**config.mk**
```make
export PLATFORM = sky130hd
export DESIGN_NAME = pcr_top
export DESIGN_NICKNAME = d
export VERILOG_FILES = /design/src/rtl/pcr_pkg.sv /design/src/rtl/pcr_top.sv /design/src/rtl/pcr_byte_store.sv /design/src/rtl/pcr_out_divider.sv
export SDC_FILE = /design/constraint.sdc
export NUM_CORES = 1
export LEC_CHECK = 0
export BUFFER_PORTS_ARGS = -buffer_cell sky130_fd_sc_hd__buf_2
export CORE_UTILIZATION = 60
export CTS_BUF_LIST = sky130_fd_sc_hd__clkbuf_8 sky130_fd_sc_hd__clkbuf_16
export CTS_CLUSTER_DIAMETER = 120
export CTS_CLUSTER_SIZE = 20
export DETAILED_ROUTE_END_ITERATION = 16
export HOLD_SLACK_MARGIN = 0.03
export PLACE_DENSITY_LB_ADDON = 0.12
export SETUP_SLACK_MARGIN = 0.5
export SLEW_MARGIN = 25
export SYNTH_ARGS = -nofsm -noshare
export SYNTH_HDL_FRONTEND = slang
export SYNTH_HIERARCHICAL = 1
export SYNTH_SLANG_ARGS = --single-unit
```
**constraint.sdc**
```tcl
create_clock -name clock -period 6.1 [get_ports clock]
set_input_delay 1.525 -clock clock [delete_from_list [all_inputs] [get_ports clock]]
set_output_delay 1.525 -clock clock [all_outputs]
set_load 0.005 [all_outputs]
```
**src/rtl/pcr_pkg.sv**
```systemverilog
package pcr_pkg;

    // register window: second output divider up to the alternate setting
    localparam int PCR_NUM_BYTES = 10;
    localparam int PCR_IDX_W = 4;
    localparam int PCR_DIV_W = 7;
    localparam logic [7:0] PCR_BASE_OFFSET = 8'h16;
    localparam logic [7:0] PCR_LAST_OFFSET = 8'h1F;

    // byte offsets
    localparam logic [7:0] PCR_OFS_DIV2 = 8'h16;
    localparam logic [7:0] PCR_OFS_DIV3 = 8'h17;
    localparam logic [7:0] PCR_OFS_SET0_B0 = 8'h18;
    localparam logic [7:0] PCR_OFS_SET0_B1 = 8'h19;
    localparam logic [7:0] PCR_OFS_SET0_B2 = 8'h1A;
    localparam logic [7:0] PCR_OFS_SET0_B3 = 8'h1B;
    localparam logic [7:0] PCR_OFS_SET1_B0 = 8'h1C;
    localparam logic [7:0] PCR_OFS_SET1_B1 = 8'h1D;
    localparam logic [7:0] PCR_OFS_SET1_B2 = 8'h1E;
    localparam logic [7:0] PCR_OFS_SET1_B3 = 8'h1F;

    // store indices of the bytes (offset minus base)
    localparam int PCR_IX_DIV2 = 0;
    localparam int PCR_IX_DIV3 = 1;
    localparam int PCR_IX_SET0 = 2;
    localparam int PCR_IX_SET1 = 6;

    // reset values: dividers at 1, settings N=4 R=0 Q=16 P=2 band 00
    localparam logic [7:0] PCR_RST_DIV = 8'h01;
    localparam logic [7:0] PCR_RST_SET_B0 = 8'h00;
    localparam logic [7:0] PCR_RST_SET_B1 = 8'h40;
    localparam logic [7:0] PCR_RST_SET_B2 = 8'h02;
    localparam logic [7:0] PCR_RST_SET_B3 = 8'h08;

    // writable bits; bit 7 of the third divider byte is reserved
    localparam logic [7:0] PCR_MASK_ALL = 8'hFF;
    localparam logic [7:0] PCR_MASK_DIV3 = 8'h7F;

    // reset and mask tables, entry 0 at the base offset
    localparam logic [PCR_NUM_BYTES-1:0][7:0] PCR_RST_TABLE = {
        PCR_RST_SET_B3, PCR_RST_SET_B2, PCR_RST_SET_B1, PCR_RST_SET_B0,
        PCR_RST_SET_B3, PCR_RST_SET_B2, PCR_RST_SET_B1, PCR_RST_SET_B0,
        PCR_RST_DIV, PCR_RST_DIV};
    localparam logic [PCR_NUM_BYTES-1:0][7:0] PCR_MASK_TABLE = {
        PCR_MASK_ALL, PCR_MASK_ALL, PCR_MASK_ALL, PCR_MASK_ALL,
        PCR_MASK_ALL, PCR_MASK_ALL, PCR_MASK_ALL, PCR_MASK_ALL,
        PCR_MASK_DIV3, PCR_MASK_ALL};

    // vco band codes
    localparam logic [1:0] PCR_BAND_LT125 = 2'h0;
    localparam logic [1:0] PCR_BAND_LT150 = 2'h1;
    localparam logic [1:0] PCR_BAND_LT175 = 2'h2;
    localparam logic [1:0] PCR_BAND_GE175 = 2'h3;

    // register bus request
    typedef struct packed {
        logic [7:0] addr;
        logic [7:0] wrData;
        logic wrStrobe;
        logic rdStrobe;
    } pcr_bus_req_t;

    // one pll setting, most significant field first as in the bytes
    typedef struct packed {
        logic [11:0] nField;
        logic [8:0] rField;
        logic [5:0] qField;
        logic [2:0] pField;
        logic [1:0] vcoBand;
    } pcr_setting_t;

endpackage

```
**src/rtl/pcr_top.sv**
```systemverilog
// Strobed register access was chosen for this implementation.
`timescale 1ns/100ps
// Notes on behaviour
// RL1: second divider ratio zero holds it in standby; 1 to 127 divide.
// RL2: third divider ratio zero holds it in standby; 1 to 127 divide.
// RL3: software writes zero to reserved bit 7 of third divider byte.
// RL4: first setting word is N, R, Q, P packed msb first in 4 bytes.
// RL5: alternate setting word uses same packing in the next four bytes.
// RL6: first setting 2-bit vco band selects one of four ranges.
// RL7: after reset both settings hold N 4, R 0, Q 16, P 2, band 00.
// RL8: alternate setting band uses the same four-range encoding.
module pcr_top
    import pcr_pkg::*;
(
    input wire logic clock,
    input wire logic rst,
    input wire logic ce,
    input wire pcr_bus_req_t busReq,
    output logic [7:0] readData,
    output pcr_setting_t set0Setting,
    output pcr_setting_t set1Setting,
    output logic [3:0] set0BandSel,
    output logic [3:0] set1BandSel,
    output logic [PCR_DIV_W-1:0] secondDivRatio,
    output logic [PCR_DIV_W-1:0] thirdDivRatio,
    output logic secondDivStandby,
    output logic thirdDivStandby,
    output logic secondDivTick,
    output logic thirdDivTick
);

    logic [PCR_NUM_BYTES-1:0][7:0] bytes;
    logic hit;
    logic [PCR_IDX_W-1:0] index;
    logic [7:0] offsetDiff;

    // address decode over the window of ten bytes
    assign hit = (busReq.addr >= PCR_BASE_OFFSET) &&
                 (busReq.addr <= PCR_LAST_OFFSET);
    assign offsetDiff = busReq.addr - PCR_BASE_OFFSET;
    assign index = offsetDiff[PCR_IDX_W-1:0];

    // byte storage with reset defaults and registered read
    // RL7: reset defaults
    // RL3: reserved bit dropped
    pcr_byte_store #(
        .NUM(PCR_NUM_BYTES),
        .IW(PCR_IDX_W)
    ) u_store (
        .clock(clock),
        .rst(rst),
        .ce(ce),
        .wrEn(busReq.wrStrobe),
        .rdEn(busReq.rdStrobe),
        .hit(hit),
        .index(index),
        .wrData(busReq.wrData),
        .rdData(readData),
        .bytes(bytes)
    );

    // RL4: first setting unpack
    assign set0Setting = {bytes[PCR_IX_SET0], bytes[PCR_IX_SET0+1],
                          bytes[PCR_IX_SET0+2], bytes[PCR_IX_SET0+3]};

    // RL5: alternate setting unpack
    assign set1Setting = {bytes[PCR_IX_SET1], bytes[PCR_IX_SET1+1],
                          bytes[PCR_IX_SET1+2], bytes[PCR_IX_SET1+3]};

    // divider ratios from the low seven bits
    assign secondDivRatio = bytes[PCR_IX_DIV2][PCR_DIV_W-1:0];
    assign thirdDivRatio = bytes[PCR_IX_DIV3][PCR_DIV_W-1:0];

    // one-hot vco range for a band code
    function automatic logic [3:0] band_onehot(input logic [1:0] band);
        logic [3:0] sel;
        sel = 4'h0;
        unique case (band)
            PCR_BAND_LT125: sel = 4'h1;
            PCR_BAND_LT150: sel = 4'h2;
            PCR_BAND_LT175: sel = 4'h4;
            PCR_BAND_GE175: sel = 4'h8;
        endcase
        return sel;
    endfunction

    // RL6: first band select
    always_ff @(posedge clock or posedge rst) begin
        if (rst) begin
            set0BandSel <= 4'h1;
        end else if (ce) begin
            set0BandSel <= band_onehot(set0Setting.vcoBand);
        end
    end

    // RL8: alternate band select
    always_ff @(posedge clock or posedge rst) begin
        if (rst) begin
            set1BandSel <= 4'h1;
        end else if (ce) begin
            set1BandSel <= band_onehot(set1Setting.vcoBand);
        end
    end

    // RL1: second divider
    pcr_out_divider #(
        .W(PCR_DIV_W)
    ) u_div2 (
        .clock(clock),
        .rst(rst),
        .ce(ce),
        .ratio(secondDivRatio),
        .tick(secondDivTick),
        .standby(secondDivStandby)
    );

    // RL2: third divider
    pcr_out_divider #(
        .W(PCR_DIV_W)
    ) u_div3 (
        .clock(clock),
        .rst(rst),
        .ce(ce),
        .ratio(thirdDivRatio),
        .tick(thirdDivTick),
        .standby(thirdDivStandby)
    );

endmodule

```
**src/rtl/pcr_byte_store.sv**
```systemverilog
`timescale 1ns/100ps
module pcr_byte_store
    import pcr_pkg::*;
#(
    parameter int NUM = PCR_NUM_BYTES,
    parameter int IW = PCR_IDX_W
) (
    input wire logic clock,
    input wire logic rst,
    input wire logic ce,
    input wire logic wrEn,
    input wire logic rdEn,
    input wire logic hit,
    input wire logic [IW-1:0] index,
    input wire logic [7:0] wrData,
    output logic [7:0] rdData,
    output logic [NUM-1:0][7:0] bytes
);

    // one byte register per entry, masked writes
    genvar i;
    generate
        for (i = 0; i < NUM; i++) begin : g_byte
            always_ff @(posedge clock or posedge rst) begin
                if (rst) begin
                    bytes[i] <= PCR_RST_TABLE[i];
                end else if (ce && wrEn && hit && index == IW'(i)) begin
                    bytes[i] <= wrData & PCR_MASK_TABLE[i];
                end
            end
        end
    endgenerate

    // registered read, zero for a miss or no read
    always_ff @(posedge clock or posedge rst) begin
        if (rst) begin
            rdData <= 8'h00;
        end else if (ce) begin
            rdData <= (rdEn && hit) ? bytes[index] : 8'h00;
        end
    end

endmodule

```
**src/rtl/pcr_out_divider.sv**
```systemverilog
`timescale 1ns/100ps
module pcr_out_divider
    import pcr_pkg::*;
#(
    parameter int W = PCR_DIV_W
) (
    input wire logic clock,
    input wire logic rst,
    input wire logic ce,
    input wire logic [W-1:0] ratio,
    output logic tick,
    output logic standby
);

    logic [W-1:0] count_reg;
    logic atEnd;
    logic idle;

    assign idle = (ratio == '0);
    assign atEnd = !idle && (count_reg >= ratio - W'(1));

    // cycle counter, held at zero while the ratio is zero
    always_ff @(posedge clock or posedge rst) begin
        if (rst) begin
            count_reg <= '0;
        end else if (ce) begin
            if (idle || atEnd) begin
                count_reg <= '0;
            end else begin
                count_reg <= count_reg + W'(1);
            end
        end
    end

    // one pulse every ratio cycles, standby flag while idle
    always_ff @(posedge clock or posedge rst) begin
        if (rst) begin
            tick <= 1'b0;
            standby <= 1'b1;
        end else if (ce) begin
            tick <= atEnd;
            standby <= idle;
        end
    end

endmodule

```
==> impl_metrics.env <==
export IMPL_status="complete, no violations"
export IMPL_pin_count=119
export IMPL_die_x_um=101
export IMPL_critPathMaxFanout=8
export IMPL_wl_mm=14.4
export IMPL_synthToLayoutAreaGrowth_pct=22.3
export IMPL_avgViaCountPerCell=5.87
export IMPL_drt_initial_drc_count=219
export IMPL_rsz0062_at_grt="no"
export IMPL_fin_util=0.767
export IMPL_clock_root_buffer="clkbuf_8"
export IMPL_antennaDiodeCount=0
export IMPL_grtUsageMet1=0.414
export IMPL_regMostFlops="u_store/bytes"
export IMPL_antenna_found_initial=0
export IMPL_tns_ns=0
export IMPL_detailed_place_hpwl_mm=9.86
export IMPL_synth_area_um2=5850
export IMPL_cts_buffer_depth=2
export IMPL_total_leakage_power_nw=3.71
export IMPL_drive_gt1_frac=0.490
export IMPL_grt_use_met2=0.493
export IMPL_vias=4208
export IMPL_num_rows=35
export IMPL_grt_start_max_net_pins=48
export IMPL_whs_ns=0.509
export IMPL_cts_tree="yes"
export IMPL_slew_headroom=0.358
export IMPL_cp_arrival_ns=3.71
export IMPL_gp_congestion=0.818
export IMPL_setup_viol=0
export IMPL_placed_cell_area_um2=6500
export IMPL_fmax_mhz=302
export IMPL_io_buffers=118
export IMPL_syn_nets=499
export IMPL_critPathMaxStageDelay_ns=0.67
export IMPL_grt_met3_usage=0.0638
export IMPL_cp_end_kind="flip-flop"
export IMPL_max_cap_violations=0
export IMPL_grt_most_used_layer="met2"
export IMPL_yosys_warnings=6
export IMPL_tightest_slew_ns=0.963
export IMPL_min_period_ns=3.31
export IMPL_postCtsResizedCells=0
export IMPL_fin_area_um2=7150
export IMPL_powerDensity_nw_per_um2=282
export IMPL_clock_sinks=113
export IMPL_first_pass_iters=4
export IMPL_path_cells="buf_2 -> ha_1 -> xnor2_1 -> inv_1 -> nor4_4 -> mux2_2"
export IMPL_reg_top3="u_store/bytes x79, u_store/rdData x8"
export IMPL_fin_crit_sh=0.542
export IMPL_hold_buffers=0
export IMPL_cts_setup_buffers=0
export IMPL_ant_nets=0
export IMPL_grt_ovfl_total=0
export IMPL_largest_reg_flops=79
export IMPL_critPathRequiredTime_ns=6.51
export IMPL_cts_max_level=4
export IMPL_skew_ns=0.00715
export IMPL_core_um2=9330
export IMPL_cts_buffers=17
export IMPL_hold_viol=0
export IMPL_worstSkewPairLatency_ns=0.52
export IMPL_slowest_stage="nor4_4"
export IMPL_hold_class="flip-flop to flip-flop"
export IMPL_grt_pass1_vias=4316
export IMPL_start_kind="primary input"
export IMPL_path_clk_slew_ns=0.06
export IMPL_syn_avg_cell_area_um2=12.8
export IMPL_slew_viol_final=0
export IMPL_die_h_um=101
export IMPL_start_util=0.627
export IMPL_dieArea_um2=10100
export IMPL_synth_cells=457
export IMPL_finalNetCount=617
export IMPL_track_usage=0.310
export IMPL_ir_drop_mv=0.224
export IMPL_critical_path_class="primary input to flip-flop"
export IMPL_grt_pass1_wl_mm=23.0
export IMPL_route_detailed_drc=0
export IMPL_wire_per_inst_um=20.1
==> layout by cell type (no fill, tap or decap), types with 11 or more instances in the layout <==
| master | n |
|---|---|
| buf_2 | 118 |
| dfrtp_1 | 101 |
| mux2_2 | 83 |
| nand2_1 | 25 |
| inv_1 | 23 |
| nor2_1 | 23 |
| nand3_1 | 21 |
| ha_1 | 21 |
| clkbuf_16 | 16 |
| mux4_2 | 15 |
| dfstp_2 | 12 |
| o21ai_1 | 12 |
| xnor2_1 | 11 |
==> final cells by class <==
type | count | area [um2]
sequential | 113 | 2840
timing repair buffer | 120 | 606
tap | 129 | 161
clock buffer | 19 | 442
multi-input combinational | 299 | 2800
inverter | 24 | 91.3
clock inverter | 13 | 208
fill | 623 | 2170
==> worst max-delay path, delay by kind of cell <==
family	cells	cell delay, ns
simple gates	1	0.67
xor+xnor	1	0.59
mux	1	0.41
buf+inv	2	0.31
fa+ha+maj	1	0.21
==> power breakdown <==
group	internal (mW)	switching [mW]	leakage (nW)	total, mW
sequential	0.770	0.0164	1.53	0.786
combinational	0.0628	0.0905	1.87	0.153
clock	0.726	0.355	0.306	1.08
total	1.56	0.462	3.71	2.02
==> per-stage QoR <==
| step | setup WS (ns) | power, mW | cells |
|---|---|---|---|
| global placement | 2.33 | 0.945 | 685 |
| finish | 2.79 | 2.02 | 717 |
| floorplan | 2.34 | 0.903 | 457 |
| CTS | 2.86 | 2.03 | 717 |
| global route | 2.71 | 2.08 | 717 |
| detailed placement | 2.31 | 0.951 | 685 |
==> layer usage <==
layer	up-vias	part of all wire
met5	-	0
li1	1884	-
met2	169	0.48
met3	30	0.069
met1	2125	0.42
met4	0	0.026
==> final timing paths <==
path | startpoint | end | slack (ns) | cells past startpoint
setup / recovery | busReq[11] | u_store/bytes[78] | 2.79 | 6
hold / removal | u_div3/tick | u_div3/tick | 0.51 | 1
setup reg to reg | u_store/bytes[8] | u_div3/tick | 3.70 | 10
hold reg to reg | u_div3/tick | u_div3/tick | 0.51 | 1
max in group asynchronous | rst | u_store/bytes[17] | 3.92 | 3
min in group asynchronous | rst | set0BandSel[2] | 0.99 | 2
Note: power is estimated with default switching activity, not from simulation.
